## config.mk

```make
export PLATFORM = sky130hd
export DESIGN_NAME = adcc_ctrl
export DESIGN_NICKNAME = d
export VERILOG_FILES = /design/src/logic/adcc_pkg.sv /design/src/logic/adcc_ctrl.sv /design/src/logic/adcc_result_mem.sv
export SDC_FILE = /design/constraint.sdc
export NUM_CORES = 1
export LEC_CHECK = 0
export ABC_CLOCK_PERIOD_IN_PS = 2500
export BUFFER_PORTS_ARGS = -buffer_cell sky130_fd_sc_hd__buf_2
export CORE_ASPECT_RATIO = 1.2
export CORE_MARGIN = 2
export CORE_UTILIZATION = 55
export DETAILED_ROUTE_END_ITERATION = 8
export HOLD_SLACK_MARGIN = 0.05
export PLACE_DENSITY = 0.7
export REMOVE_ABC_BUFFERS = 1
export SYNTH_ARGS = -nofsm -noshare
export SYNTH_HDL_FRONTEND = slang
export SYNTH_SLANG_ARGS = --single-unit
```

## constraint.sdc

```tcl
create_clock -name CLK -period 2.5 [get_ports CLK]
set_clock_uncertainty 0.1 [all_clocks]
set_input_delay 0.625 -clock CLK [delete_from_list [all_inputs] [get_ports CLK]]
set_output_delay 0.625 -clock CLK [all_outputs]
set_load 0.01 [all_outputs]
```

## src/logic/adcc_pkg.sv

```systemverilog
// adcc_pkg: register map, field layout and shared types of the adc channel control block
// assumes a 32-bit apb slave, registers one aligned word each
package adcc_pkg;

   localparam int unsigned NUM_CH   = 22;
   localparam int unsigned ADDR_W   = 8;
   localparam int unsigned NUM_TRGL = 6;
   localparam int unsigned SRC_W    = 5;

   // register byte offsets
   localparam logic [7:0] OFS_LVL_L   = 8'h00;
   localparam logic [7:0] OFS_LVL_H   = 8'h04;
   localparam logic [7:0] OFS_EIE_L   = 8'h08;
   localparam logic [7:0] OFS_EIE_H   = 8'h0c;
   localparam logic [7:0] OFS_EIS_L   = 8'h10;
   localparam logic [7:0] OFS_EIS_H   = 8'h14;
   localparam logic [7:0] OFS_MOD_0   = 8'h18;
   localparam logic [7:0] OFS_MOD_1   = 8'h1c;
   localparam logic [7:0] OFS_MOD_2   = 8'h20;
   localparam logic [7:0] OFS_IE_L    = 8'h24;
   localparam logic [7:0] OFS_IE_H    = 8'h28;
   localparam logic [7:0] OFS_RDY_L   = 8'h2c;
   localparam logic [7:0] OFS_RDY_H   = 8'h30;
   localparam logic [7:0] OFS_IRQ_ST  = 8'h34;
   localparam logic [7:0] OFS_IRQ_MSK = 8'h38;
   localparam logic [7:0] OFS_TRG_L0  = 8'h40;
   localparam logic [7:0] OFS_BUF0    = 8'h80;

   // field layout
   localparam int unsigned LOW_W      = 16;
   localparam int unsigned HIGH_W     = 6;
   localparam int unsigned MOD2_W     = 12;
   localparam int unsigned SRC_A_LSB  = 0;
   localparam int unsigned SRC_B_LSB  = 8;
   localparam int unsigned IRQ_EARLY  = 0;
   localparam int unsigned IRQ_DONE   = 1;
   localparam int unsigned IRQ_W      = 2;
   localparam int unsigned RES_W      = 16;

   localparam logic [21:0] CH_RESET   = 22'h000000;
   localparam logic [4:0]  SRC_NONE   = 5'h00;
   localparam logic [4:0]  SRC_SWCOM  = 5'h01;
   localparam logic [4:0]  SRC_SWLVL  = 5'h02;
   localparam logic [4:0]  SRC_RSVD   = 5'h03;

   typedef struct packed {
      logic        psel;
      logic        penable;
      logic        pwrite;
      logic [7:0]  paddr;
      logic [31:0] pwdata;
   } adcc_apb_req_t;

   typedef struct packed {
      logic [21:0] done;
      logic [21:0] early;
   } adcc_core_evt_t;

   typedef enum logic [2:0] {
      CV_IDLE = 3'b001,
      CV_BUSY = 3'b010,
      CV_HOLD = 3'b100
   } adcc_conv_st_t;

endpackage : adcc_pkg

```

## src/logic/adcc_ctrl.sv

```systemverilog
// adcc_ctrl: per-channel trigger, mode, early-interrupt and ready logic of a 22-input adc
// assumes an apb master on CLK, conversion cores reporting done/early pulses with results
//
// Summary of operation
// RQ1 - per input bit: level or edge trigger
// RQ2 - high registers: low six bits, rest zero
// RQ3 - early irq raised only when enabled
// RQ4 - early status set, cleared by buffer read
// RQ5 - odd mode bits select differential input
// RQ6 - even mode bits select signed result
// RQ7 - three mode registers, top bits read zero
// RQ8 - irq enable gates common and individual
// RQ9 - read-only ready flag per channel
// RQ10 - six trigger-select registers, two fields each
// RQ11 - all implemented bits reset to zero
// RQ12 - source 0 none, 1 common, 2 level
// RQ13 - buffer read clears ready, conversion sets
// RQ14 - edge: one conversion; level: repeat while high
module adcc_ctrl
#(
   parameter int unsigned CHANNELS = 22
) (
   // clock and reset
   input  wire logic                  CLK,
   input  wire logic                  NRST,
   // apb slave
   input  wire logic                  PSEL,
   input  wire logic                  PENABLE,
   input  wire logic                  PWRITE,
   input  wire logic [7:0]            PADDR,
   input  wire logic [31:0]           PWDATA,
   output logic      [31:0]           PRDATA,
   output logic                       PREADY,
   output logic                       PSLVERR,
   // trigger sources, index = source code
   input  wire logic [31:0]           TRIG_SRC_IN,
   // conversion cores
   input  wire adcc_pkg::adcc_core_evt_t CORE_EVT,
   input  wire logic [4:0]            CORE_CH,
   input  wire logic [15:0]           CORE_RESULT,
   output logic      [21:0]           CONV_START,
   output logic      [21:0]           DIFFERENTIAL_SEL_MODE,
   output logic      [21:0]           SIGNED_MODE,
   // interrupts
   output logic      [21:0]           CH_IRQ,
   output logic                       COMMON_IRQ,
   output logic                       IRQ
);
   import adcc_pkg::*;

   initial
   begin
      if (CHANNELS != NUM_CH) $error("only 22 channels supported");
   end

   ////////////////////////////////////////////////////////////////////////////
   // registers
   logic [21:0] level_trigger_sel_reg;
   logic [21:0] early_irq_en_reg;
   logic [21:0] early_irq_flag_reg;
   logic [21:0] differential_sel_reg;
   logic [21:0] sign_sel_reg;
   logic [21:0] channel_irq_en_reg;
   logic [21:0] result_ready_flag_reg;
   logic [11:0] trigger_source_field_reg [NUM_TRGL];
   logic [IRQ_W-1:0] irq_status_reg;
   logic [IRQ_W-1:0] irq_mask_reg;

   adcc_apb_req_t req;
   logic          wr_en;
   logic          rd_en;
   logic          buf_rd;
   logic [4:0]    buf_ch;
   logic [21:0]   buf_rd_mask;
   logic [15:0]   buf_rdata;
   logic          buf_rd_d_reg;
   logic [31:0]   rdata_next;
   logic          addr_ok;

   assign req = '{psel: PSEL, penable: PENABLE, pwrite: PWRITE, paddr: PADDR, pwdata: PWDATA};
   assign wr_en  = req.psel && req.penable && req.pwrite && PREADY;
   assign rd_en  = req.psel && !req.penable && !req.pwrite;
   assign buf_ch = 5'((req.paddr - OFS_BUF0) >> 2);
   assign buf_rd = rd_en && (req.paddr >= OFS_BUF0) && (buf_ch < 5'(NUM_CH))
                   && (req.paddr[1:0] == 2'b00);
   assign buf_rd_mask = buf_rd ? (22'h000001 << buf_ch) : CH_RESET;

   ////////////////////////////////////////////////////////////////////////////
   // helpers
   function automatic logic [15:0] pair_pack(input logic [7:0] d, input logic [7:0] s);
      logic [15:0] r;
      r = 16'h0000;
      for (int i = 0; i < 8; i++)
      begin
         r[2*i]   = s[i];
         r[2*i+1] = d[i];
      end
      return r;
   endfunction : pair_pack

   function automatic logic [21:0] merge(input logic [21:0] old, input logic [15:0] d,
                                         input logic hi);
      logic [21:0] r;
      r = old;
      if (hi)
         r[21:16] = d[5:0];
      else
         r[15:0] = d;
      return r;
   endfunction : merge

   ////////////////////////////////////////////////////////////////////////////
   // apb write side
   always_ff @(posedge CLK or negedge NRST)
   begin
      if (!NRST)
      begin
         level_trigger_sel_reg <= CH_RESET; // RQ11
         early_irq_en_reg      <= CH_RESET;
         channel_irq_en_reg    <= CH_RESET;
         differential_sel_reg  <= CH_RESET;
         sign_sel_reg          <= CH_RESET;
         irq_mask_reg          <= '0;
         for (int i = 0; i < NUM_TRGL; i++)
            trigger_source_field_reg[i] <= 12'h000;
      end
      else if (wr_en)
      begin
         case (req.paddr)
            OFS_LVL_L: level_trigger_sel_reg <= merge(level_trigger_sel_reg, req.pwdata[15:0], 1'b0); // RQ1
            OFS_LVL_H: level_trigger_sel_reg <= merge(level_trigger_sel_reg, req.pwdata[15:0], 1'b1); // RQ2
            OFS_EIE_L: early_irq_en_reg <= merge(early_irq_en_reg, req.pwdata[15:0], 1'b0); // RQ3
            OFS_EIE_H: early_irq_en_reg <= merge(early_irq_en_reg, req.pwdata[15:0], 1'b1); // RQ2
            OFS_IE_L:  channel_irq_en_reg <= merge(channel_irq_en_reg, req.pwdata[15:0], 1'b0); // RQ8
            OFS_IE_H:  channel_irq_en_reg <= merge(channel_irq_en_reg, req.pwdata[15:0], 1'b1); // RQ2
            OFS_MOD_0:
            begin
               for (int i = 0; i < 8; i++)
               begin
                  sign_sel_reg[i]         <= req.pwdata[2*i];   // RQ6
                  differential_sel_reg[i] <= req.pwdata[2*i+1]; // RQ5
               end
            end
            OFS_MOD_1:
            begin
               for (int i = 0; i < 8; i++)
               begin
                  sign_sel_reg[8+i]         <= req.pwdata[2*i];
                  differential_sel_reg[8+i] <= req.pwdata[2*i+1];
               end
            end
            OFS_MOD_2:
            begin
               for (int i = 0; i < 6; i++)
               begin
                  sign_sel_reg[16+i]         <= req.pwdata[2*i]; // RQ7
                  differential_sel_reg[16+i] <= req.pwdata[2*i+1];
               end
            end
            OFS_IRQ_MSK: irq_mask_reg <= req.pwdata[IRQ_W-1:0];
            default:
            begin
               for (int i = 0; i < NUM_TRGL; i++)
                  if (req.paddr == OFS_TRG_L0 + 8'(4*i))
                  begin
                     trigger_source_field_reg[i] <= {req.pwdata[12:8], 2'b00,
                                                     req.pwdata[4:0]}; // RQ10
                  end
            end
         endcase
      end
   end

   ////////////////////////////////////////////////////////////////////////////
   // trigger decode and conversion sequencing
   logic [4:0]  src_of   [NUM_CH];
   logic [21:0] trig_lvl;
   logic [21:0] trig_prev_reg;
   logic [21:0] busy_reg;
   logic        sw_common_reg;

   always_comb
   begin
      for (int c = 0; c < NUM_CH; c++)
      begin
         if (c < 4 * NUM_TRGL && (c % 4) < 2)
            src_of[c] = (c % 4 == 0) ? trigger_source_field_reg[c/4][4:0]
                                     : trigger_source_field_reg[c/4][11:7];
         else
            src_of[c] = SRC_NONE;
      end
   end

   always_comb
   begin
      for (int c = 0; c < NUM_CH; c++)
      begin
         case (src_of[c])
            SRC_NONE:  trig_lvl[c] = 1'b0;          // RQ12
            SRC_SWCOM: trig_lvl[c] = sw_common_reg; // RQ12
            SRC_SWLVL: trig_lvl[c] = TRIG_SRC_IN[SRC_SWLVL]; // RQ12
            SRC_RSVD:  trig_lvl[c] = 1'b0;
            default:   trig_lvl[c] = TRIG_SRC_IN[src_of[c]];
         endcase
      end
   end

   // software common trigger: write of a one to the irq status word's bit 31
   always_ff @(posedge CLK or negedge NRST)
   begin
      if (!NRST)
         sw_common_reg <= 1'b0;
      else
         sw_common_reg <= wr_en && req.paddr == OFS_IRQ_ST && req.pwdata[31];
   end

   always_ff @(posedge CLK or negedge NRST)
   begin
      if (!NRST)
      begin
         trig_prev_reg <= CH_RESET;
         busy_reg      <= CH_RESET;
         CONV_START    <= CH_RESET;
      end
      else
      begin
         trig_prev_reg <= trig_lvl;
         for (int c = 0; c < NUM_CH; c++)
         begin
            if (!busy_reg[c] && (level_trigger_sel_reg[c] ? trig_lvl[c] // RQ14
                                 : (trig_lvl[c] && !trig_prev_reg[c])))  // RQ14
            begin
               CONV_START[c] <= 1'b1;
               busy_reg[c]   <= 1'b1;
            end
            else
            begin
               CONV_START[c] <= 1'b0;
               if (CORE_EVT.done[c])
                  busy_reg[c] <= 1'b0;
            end
         end
      end
   end

   ////////////////////////////////////////////////////////////////////////////
   // result buffer
   adcc_result_mem #(.DEPTH(NUM_CH), .WIDTH(RES_W)) u_mem (
      .clk   (CLK),
      .we    (|CORE_EVT.done),
      .waddr (CORE_CH),
      .wdata (CORE_RESULT),
      .raddr (buf_ch),
      .rdata (buf_rdata)
   );

   ////////////////////////////////////////////////////////////////////////////
   // status flags, set wins over clear
   always_ff @(posedge CLK or negedge NRST)
   begin
      if (!NRST)
      begin
         result_ready_flag_reg <= CH_RESET;
         early_irq_flag_reg    <= CH_RESET;
      end
      else
      begin
         result_ready_flag_reg <= (result_ready_flag_reg & ~buf_rd_mask) | CORE_EVT.done; // RQ13
         early_irq_flag_reg <= (early_irq_flag_reg & ~buf_rd_mask)
                               | (CORE_EVT.early & early_irq_en_reg); // RQ4
      end
   end

   always_ff @(posedge CLK or negedge NRST)
   begin
      if (!NRST)
         irq_status_reg <= '0;
      else
      begin
         for (int b = 0; b < IRQ_W; b++)
         begin
            irq_status_reg[b] <= (irq_status_reg[b]
                                  & !(wr_en && req.paddr == OFS_IRQ_ST && req.pwdata[b]))
                                 | (b == IRQ_EARLY ? |(CORE_EVT.early & early_irq_en_reg) // RQ3
                                    : |(CORE_EVT.done & channel_irq_en_reg));
         end
      end
   end

   always_ff @(posedge CLK or negedge NRST)
   begin
      if (!NRST)
      begin
         CH_IRQ      <= CH_RESET;
         COMMON_IRQ  <= 1'b0;
         IRQ         <= 1'b0;
         DIFFERENTIAL_SEL_MODE   <= CH_RESET;
         SIGNED_MODE <= CH_RESET;
      end
      else
      begin
         CH_IRQ      <= CORE_EVT.done & channel_irq_en_reg; // RQ8
         COMMON_IRQ  <= |(CORE_EVT.done & channel_irq_en_reg); // RQ8
         IRQ         <= |(irq_status_reg & irq_mask_reg);
         DIFFERENTIAL_SEL_MODE   <= differential_sel_reg; // RQ5
         SIGNED_MODE <= sign_sel_reg;         // RQ6
      end
   end

   ////////////////////////////////////////////////////////////////////////////
   // apb read side, no wait state, one for result buffer reads
   always_comb
   begin
      addr_ok    = 1'b1;
      rdata_next = 32'h00000000;
      case (req.paddr)
         OFS_LVL_L:   rdata_next[15:0] = level_trigger_sel_reg[15:0];
         OFS_LVL_H:   rdata_next[5:0]  = level_trigger_sel_reg[21:16]; // RQ2
         OFS_EIE_L:   rdata_next[15:0] = early_irq_en_reg[15:0];
         OFS_EIE_H:   rdata_next[5:0]  = early_irq_en_reg[21:16];
         OFS_EIS_L:   rdata_next[15:0] = early_irq_flag_reg[15:0];
         OFS_EIS_H:   rdata_next[5:0]  = early_irq_flag_reg[21:16];
         OFS_MOD_0:   rdata_next[15:0] = pair_pack(differential_sel_reg[7:0], sign_sel_reg[7:0]);
         OFS_MOD_1:   rdata_next[15:0] = pair_pack(differential_sel_reg[15:8], sign_sel_reg[15:8]);
         OFS_MOD_2:   rdata_next[15:0] = pair_pack({2'b00, differential_sel_reg[21:16]},
                                                   {2'b00, sign_sel_reg[21:16]}); // RQ7
         OFS_IE_L:    rdata_next[15:0] = channel_irq_en_reg[15:0];
         OFS_IE_H:    rdata_next[5:0]  = channel_irq_en_reg[21:16];
         OFS_RDY_L:   rdata_next[15:0] = result_ready_flag_reg[15:0]; // RQ9
         OFS_RDY_H:   rdata_next[5:0]  = result_ready_flag_reg[21:16]; // RQ9
         OFS_IRQ_ST:  rdata_next[IRQ_W-1:0] = irq_status_reg;
         OFS_IRQ_MSK: rdata_next[IRQ_W-1:0] = irq_mask_reg;
         default:
         begin
            addr_ok = buf_rd || !rd_en;
            for (int i = 0; i < NUM_TRGL; i++)
               if (req.paddr == OFS_TRG_L0 + 8'(4*i))
               begin
                  rdata_next[4:0]  = trigger_source_field_reg[i][4:0];
                  rdata_next[12:8] = trigger_source_field_reg[i][11:7];
                  addr_ok = 1'b1;
               end
         end
      endcase
   end

   always_ff @(posedge CLK or negedge NRST)
   begin
      if (!NRST)
      begin
         PREADY       <= 1'b0;
         PRDATA       <= 32'h00000000;
         PSLVERR      <= 1'b0;
         buf_rd_d_reg <= 1'b0;
      end
      else
      begin
         PREADY       <= (req.psel && !req.penable && !buf_rd) || buf_rd_d_reg;
         buf_rd_d_reg <= buf_rd;
         if (buf_rd_d_reg)
            PRDATA <= {16'h0000, buf_rdata};
         else if (req.psel && !req.penable)
         begin
            PRDATA  <= req.pwrite ? 32'h00000000 : rdata_next;
            PSLVERR <= !addr_ok && !req.pwrite;
         end
         else
         begin
            PSLVERR <= 1'b0;
         end
      end
   end
endmodule : adcc_ctrl

```

## src/logic/adcc_result_mem.sv

```systemverilog
// adcc_result_mem: per-channel result buffer, registered read port
// assumes one write and one read port in the same clock
module adcc_result_mem #(
   parameter int unsigned DEPTH = 22,
   parameter int unsigned WIDTH = 16
) (
   // clock
   input  wire logic                     clk,
   // write
   input  wire logic                     we,
   input  wire logic [$clog2(DEPTH)-1:0] waddr,
   input  wire logic [WIDTH-1:0]         wdata,
   // read
   input  wire logic [$clog2(DEPTH)-1:0] raddr,
   output logic      [WIDTH-1:0]         rdata
);
   logic [WIDTH-1:0] mem [DEPTH];

   initial
   begin
      if (DEPTH < 2) $error("depth too small");
   end

   always_ff @(posedge clk)
   begin
      if (we)
      begin
         mem[waddr] <= wdata;
      end
      rdata <= mem[raddr];
   end
endmodule : adcc_result_mem

```

=== Word-level counts from Yosys, hierarchy flattened ===
Memory sizes are Yosys's and may differ from the RTL's. A register that Yosys moved wholly into a read port is not among the register bits.
Cells that the tools add are included.
W data, S select, Z words.

* Register bits: 358
* RAM bits: 352
* Input port bits: 142
* Word-level logic and storage cells: 391
* Memories kept: 1

* Add/sub/neg operators: 1
* Order comparisons: 14
* Eq/ne operators: 56
* Shifts and indexed selects: 1
* Mux-type cells: 119
* Bitwise operators: 19
* Reductions and logical operators: 134

{| class="wikitable"
|+ Memory list
! memory !! depth !! bits a word !! rd ports !! clocked after Yosys merged registers in !! write ports !! line !! RTL
|-
| u_mem.mem || 22 || 16 || 1 || 1 || 1 || adcc_result_mem.sv:17 || <nowiki>logic [WIDTH-1:0] mem [DEPTH];</nowiki>
|}

{| class="wikitable"
|+ Operators by type and width
! operator !! count
|-
| $pmux W22 S2 || 3
|-
| $eq A5 B2 Y1 const B || 24
|-
| $and A22 B22 Y22 || 4
|-
| $lt A5 B6 Y1 const B || 12
|-
| $mux W1 || 70
|-
| $reduce_or A22 Y1 || 3
|-
| $mux W32 || 2
|-
| $bmux W1 S5 || 12
|-
| $eq A5 B1 Y1 const B || 12
|-
| $logic_not A5 Y1 || 12
|-
| $mux W5 || 12
|-
| $eq A8 B6 Y1 const B || 7
|-
| $eq A8 B7 Y1 const B || 6
|-
| $pmux W5 S9 || 1
|-
| $or A22 B22 Y22 || 2
|-
| $pmux W3 S14 || 1
|-
| $logic_and A1 B1 Y1 || 38
|-
| $pmux W1 S3 || 12
|-
| $reduce_and A3 Y1 || 12
|-
| $eq A8 B5 Y1 const B || 4
|-
| $logic_not A1 Y1 || 31
|-
| $pmux W2 S15 || 1
|-
| $reduce_or A2 Y1 || 14
|-
| $reduce_bool A2 Y1 || 13
|-
| 23 further kinds || 36
|}

=== Logic depth before layout (Yosys ltp) ===
* Word-level depth: 17
* Mapped depth: 10
* Depth with buffers taken out: 5

=== By module ===
From an unflattened synthesis, not the netlist that was laid out.

* Cell total of the unflattened synthesis: 2151
* Area total of the unflattened synthesis: 32145.8 sq um

{| class="wikitable"
|+ By module, submodules not included
! module !! times used !! cells an instance !! area each (sq um) !! sequential area each (sq um)
|-
| adcc_ctrl || 1 || 1450 || 18007.3 || 8558.2
|-
| adcc_result_mem || 1 || 701 || 14138.6 || 10890.4
|}

=== Worst setup path before layout ===
No wires, ideal clock.

* Kind: input-to-reg
* Start point: input PADDR[2]
* End point: register u_mem.rdata[0], read port of u_mem.mem
* Data arrival time: 2.356 ns
* Data required time: 2.270 ns
* Path slack: -0.085 ns
* Stages: 7
* Path buffers: 3
* Cell sequence: buf_2 buf_2 buf_2 mux4_2 mux4_2 inv_1 o21ai_0

* Cells in the longest elaborated chain, start to end: 1

{| class="wikitable"
|+ Ends and longest elaborated chain
! element !! line !! RTL
|-
| start: declaration || adcc_ctrl.sv:30 || <nowiki>input wire logic [7:0] PADDR,</nowiki>
|-
| $sub A7 B1 Y7 || adcc_ctrl.sv:83 || <nowiki>assign buf_ch = 5'((req.paddr - OFS_BUF0) >> 2);</nowiki>
|-
| end: declaration || adcc_result_mem.sv:15 || <nowiki>output logic [WIDTH-1:0] rdata</nowiki>
|}

Every way passes these cells.
A chain may end at the register's enable or synchronous reset.

=== Worst setup path after layout ===
* Start point: input CORE_EVT[43] (netlist bit)
* End point: memory u_mem.mem[3][14] (enable)

* Cells in the longest elaborated chain, start to end: 3

{| class="wikitable"
|+ Ends and longest elaborated chain
! element !! line !! RTL
|-
| start: declaration || adcc_ctrl.sv:38 || <nowiki>input wire adcc_pkg::adcc_core_evt_t CORE_EVT,</nowiki>
|-
| $reduce_or A22 Y1 || adcc_ctrl.sv:250 || <nowiki>.we (|CORE_EVT.done),</nowiki>
|-
| $mux W1 || adcc_result_mem.sv:26 || <nowiki>if (we)</nowiki>
|-
| $mux W1 (not written as such) || adcc_result_mem.sv:28 || <nowiki>mem[waddr] <= wdata;</nowiki>
|-
| end: declaration || adcc_result_mem.sv:17 ||
|}

Every way passes these cells.

==> run_results.csv <==
group,metric,value,unit
run_status,outcome,"finished, final reports clean",
yosys,synth-edff-count,352,
pwr,peakVddDrop,0.000712,V
global_routing,grt_pass1_wl,156000,um
yosys,synth.cell_area,32400,um2
global_routing,via_count_of_the_first_global_routing_pass,23600,
global_routing,grt_max_degree,72,
timing,maxSlewHeadroom,48.6,%
route,wire_per_inst,29.0,um
cts,tritoncts,"done",
yosys,syn_area_per_cell,14.1,um2
route,drtIter0Drc,2309,
pwr,combinationalPowerShare,7.8,%
pwr,sequentialPowerShare,49.4,%
route,route.vias.total,23100,
yosys,yosysSeqAreaShare,60.0,%
yosys,yosysWarningCount,0,
layout,largest_reg_flops,352,
pwr,power_frac_clock,42.7,%
yosys,yosys.area_share.simple,8.94,%
cts,cts_post_setup_buffers_inserted,0,
layout,top_register,"u_mem.mem",
worst_hold_path,class_of_the_tightest_hold_or_removal_check,"input pin to flop",
timing,setup_viol,0,
worst_setup_path,cpPeakStageDelay,0.53,ns
floorplan,dieHeight,270,um
floorplan,io_pins,266,
floorplan,dieWidth,226,um
floorplan,design.core.area,58400,um2
layout,post_route_cells_drive_above_1_share,36.4,%
worst_setup_path,startpoint_type,"input pin",
route,ant_nets,0,
cts,clk-insertion-delay-late,0.63,ns
worst_setup_path,timing.critical_path.arrival,2.77,ns
pwr,switching_share,23.3,%
yosys,async_reset_ff_share,48.2,%
placement,dp.final_hpwl,75900,um
yosys,xor_and_xnor_area_share_after_synthesis,0,%
worst_setup_path,critPathKind,"input pin to flop",
pwr,power_density,648,nW/um2
layout,fin_cells,3647,
yosys,fraction_of_the_mapped_netlist_area_in_compound_gates,8.19,%
cts,cts_num_sinks,710,
timing,timing_hold_violations_final,0,
worst_setup_path,worst-path-buf-inv,4,
timing,post-route-min-period,2.49,ns
cts,path_clk_slew,0.07,ns
layout,syn2layout_area_growth,21.9,%
route,postRouteWirelength,106000,um
yosys,synthCells,2301,
run,max_capacitance_violation_count,0,
yosys,synthFlopType,"edfxtp_1",
timing,rsz0062_at_grt,"false",
route,route.detailed.drc,0,
yosys,synth_top_family_by_area,"multiplexers",
floorplan,fp.dieArea,60900,um2
worst_setup_path,critPathCaptureType,"flop",
timing,post-route-period-util,99.7,%
pwr,p_int,19.6,mW
floorplan,floorplan.initialDensity,55.5,%
cts,cts_buffer_depth,3,
cts,cts.root.buffer_cell,"clkbuf_16",
yosys,ys_seq_elements,710,
worst_setup_path,cp_data_required_time,2.78,ns
yosys,yosysUniqueCellTypes,84,
cts,cts_buffers,70,
timing,fmax,0.401,GHz
floorplan,std_cell_rows,97,
global_routing,antenna_violations_before_repair,5,
timing,worst_pin_slew,0.752,ns
global_routing,gr-total-overflow,0,
worst_setup_path,path_max_fanout,12,
worst_setup_path,cpMaxStageDelayCell,"nor4_2",
cts,htree_num_levels,3,
route,firstDrtPassIters,8,
pwr,netSwitchingPower,5.97,mW
pwr,leakagePower,16.5,nW
yosys,synthAdderAreaFrac,0,%
timing,report.final.slew_viol_count,0,
worst_setup_path,timing.critical_path.max_delay_family,"simple AND/OR/NAND/NOR gates",
placement,placedCellCount,3514,
layout,final_net_count,2937,
yosys,synth_mux_area_share,19.3,%
layout,final_core_util,67.6,%
timing,holdWs,0.165,ns
placement,io_buffers,221,
route,vias_per_cell,6.32,
worst_setup_path,worstPathCellList,"buf_2, nor4_2, nand4_1, buf_4, nor4_2, buf_4, nand3b_1, nor2_1, buf_12",
placement,gp_congestion,0.959,
global_routing,grt_util_all_layers,35.3,%
-- synthesized netlist by cell type, types with 7 or more instances --
master | n | share of area, %
dfxtp_1 | 16 | 0.99
a21oi_1 | 25 | 0.39
a31oi_1 | 8 | 0.15
buf_2 | 57 | 0.88
a2111oi_0 | 9 | 0.24
a21o_1 | 28 | 0.65
o211ai_1 | 21 | 0.49
o221ai_1 | 7 | 0.19
nor3_1 | 17 | 0.26
a211oi_1 | 12 | 0.28
nand3b_1 | 11 | 0.25
and2_1 | 29 | 0.56
nand2_1 | 168 | 1.9
buf_1 | 8 | 0.093
nor2_1 | 54 | 0.63
nand2b_1 | 24 | 0.46
a22oi_1 | 70 | 1.6
and3b_1 | 12 | 0.32
mux2i_1 | 159 | 4.9
o21ai_0 | 61 | 0.94
or4_1 | 9 | 0.21
nor2b_1 | 44 | 0.85
mux4_2 | 126 | 8.8
o31ai_1 | 15 | 0.35
inv_1 | 49 | 0.57
dfrtp_1 | 342 | 26
nor4_1 | 17 | 0.33
and3_1 | 14 | 0.27
nand4_1 | 9 | 0.17
a311oi_1 | 18 | 0.49
o22ai_1 | 12 | 0.23
a22o_1 | 34 | 0.92
edfxtp_1 | 352 | 33
nor4bb_1 | 10 | 0.31
buf_4 | 36 | 0.83
nand3_1 | 63 | 0.97
mux2_2 | 162 | 5.6
clkbuf_1 | 97 | 1.1
-- metal layers --
| layer | vias to the layer above | track usage [%] | part of all wire, % |
|---|---|---|---|
| met1 | 11900 | 46.0 | 38 |
| met2 | 1140 | 58.3 | 50 |
| met5 | - | 0 | 0.024 |
| met4 | 4 | 17.1 | 5.2 |
| li1 | 9778 | - | - |
| met3 | 267 | 5.27 | 6.8 |
-- through the flow --
step | total power [mW] | cell area, um2 | setup WS (ns) | TNS, ns
after floorplan | 13.5 | 31600 | -0.713 | -56.17
after global placement | 14.8 | 37100 | -0.996 | -379.48
after detailed placement | 14.8 | 37100 | -0.900 | -341.21
after CTS | 25.7 | 39500 | 0.0843 | 0
after global routing | 26.3 | 39500 | 0.00598 | 0
final | 25.6 | 39500 | 0.00765 | 0
-- layout make-up --
cell class,count,area (um2)
inverters,50,188
clock inverters,39,472
multi-input cells,1368,12000
repair buffers,595,4490
fillers,4142,18900
clock buffers,90,1910
flip-flops and latches,710,19400
diodes,3,7.51
well taps,792,991
-- cells by family (layout without fill, tap and decap cells) --
family                 after synthesis  after routing
other                                1             29
muxes                              448            448
buffers and inverters              248            774
AOI/OAI and AO/OA                  364            364
and+or+nand+nor                    530            530
DFF                                710            710
-- worst paths after layout --
path,from,end,slack (ns),depth (start not counted)
max,CORE_EVT[43],u_mem.mem[3][14]$_DFFE_PP_,0.008,9
min,CORE_EVT[3],early_irq_flag_reg[3]$_DFF_PN0_,0.17,2
max reg2reg,channel_irq_en_reg[6]$_DFFE_PN0P_,irq_status_reg[1]$_DFF_PN0_,0.07,5
min reg2reg,differential_sel_reg[15]$_DFFE_PN0P_,DIFFERENTIAL_SEL_MODE[15]$_DFF_PN0_,0.30,0
max in group asynchronous,NRST,differential_sel_reg[9]$_DFFE_PN0P_,1.12,3
min in group asynchronous,NRST,differential_sel_reg[18]$_DFFE_PN0P_,0.42,2
-- power groups by stage --
| stage | combinational [mW] | clock (mW) | sequential [mW] |
|---|---|---|---|
| floorplan | 0.648 | 0 | 12.8 |
| global placement | 1.92 | 0 | 12.9 |
| detailed placement | 1.95 | 0 | 12.9 |
| CTS | 1.98 | 11.0 | 12.6 |
| global route | 2.11 | 11.5 | 12.7 |
| finish | 2.01 | 10.9 | 12.7 |
-- placed cells by master, fill, tap and decap left out, types with 9 or more instances in the layout --
| cell | synthesis | final |
|---|---|---|
| a21o_1 | 28 | 28 |
| nand3b_1 | 11 | 11 |
| nand2b_1 | 24 | 24 |
| o21ai_0 | 61 | 61 |
| a22o_1 | 34 | 34 |
| o22ai_1 | 12 | 12 |
| mux2i_1 | 159 | 159 |
| a211oi_1 | 12 | 12 |
| o211ai_1 | 21 | 21 |
| or4_1 | 9 | 9 |
| clkbuf_1 | 97 | 14 |
| and2_1 | 29 | 29 |
| buf_12 | 0 | 44 |
| mux2_2 | 162 | 162 |
| clkbuf_16 | 0 | 72 |
| nor2_1 | 54 | 54 |
| buf_4 | 36 | 331 |
| a21oi_1 | 25 | 25 |
| nand4_1 | 9 | 9 |
| nor2b_1 | 44 | 44 |
| o31ai_1 | 15 | 15 |
| nand3_1 | 63 | 63 |
| edfxtp_1 | 352 | 352 |
| conb_1 | 1 | 26 |
| nor4_1 | 17 | 11 |
| a2111oi_0 | 9 | 9 |
| buf_2 | 57 | 217 |
| dfxtp_1 | 16 | 16 |
| nand2_1 | 168 | 168 |
| mux4_2 | 126 | 126 |
| a311oi_1 | 18 | 18 |
| inv_1 | 49 | 49 |
| a22oi_1 | 70 | 70 |
| and3_1 | 14 | 14 |
| dfrtp_1 | 342 | 342 |
| nor3_1 | 17 | 17 |
| and3b_1 | 12 | 12 |
-- timing repair --
action,4_1_cts,5_1_grt
hold buffers,1,0
hold endpoints to repair,36,0
resized for setup,3,2
endpoints found under the setup margin,352,23
(Power assumes the default switching activity.)
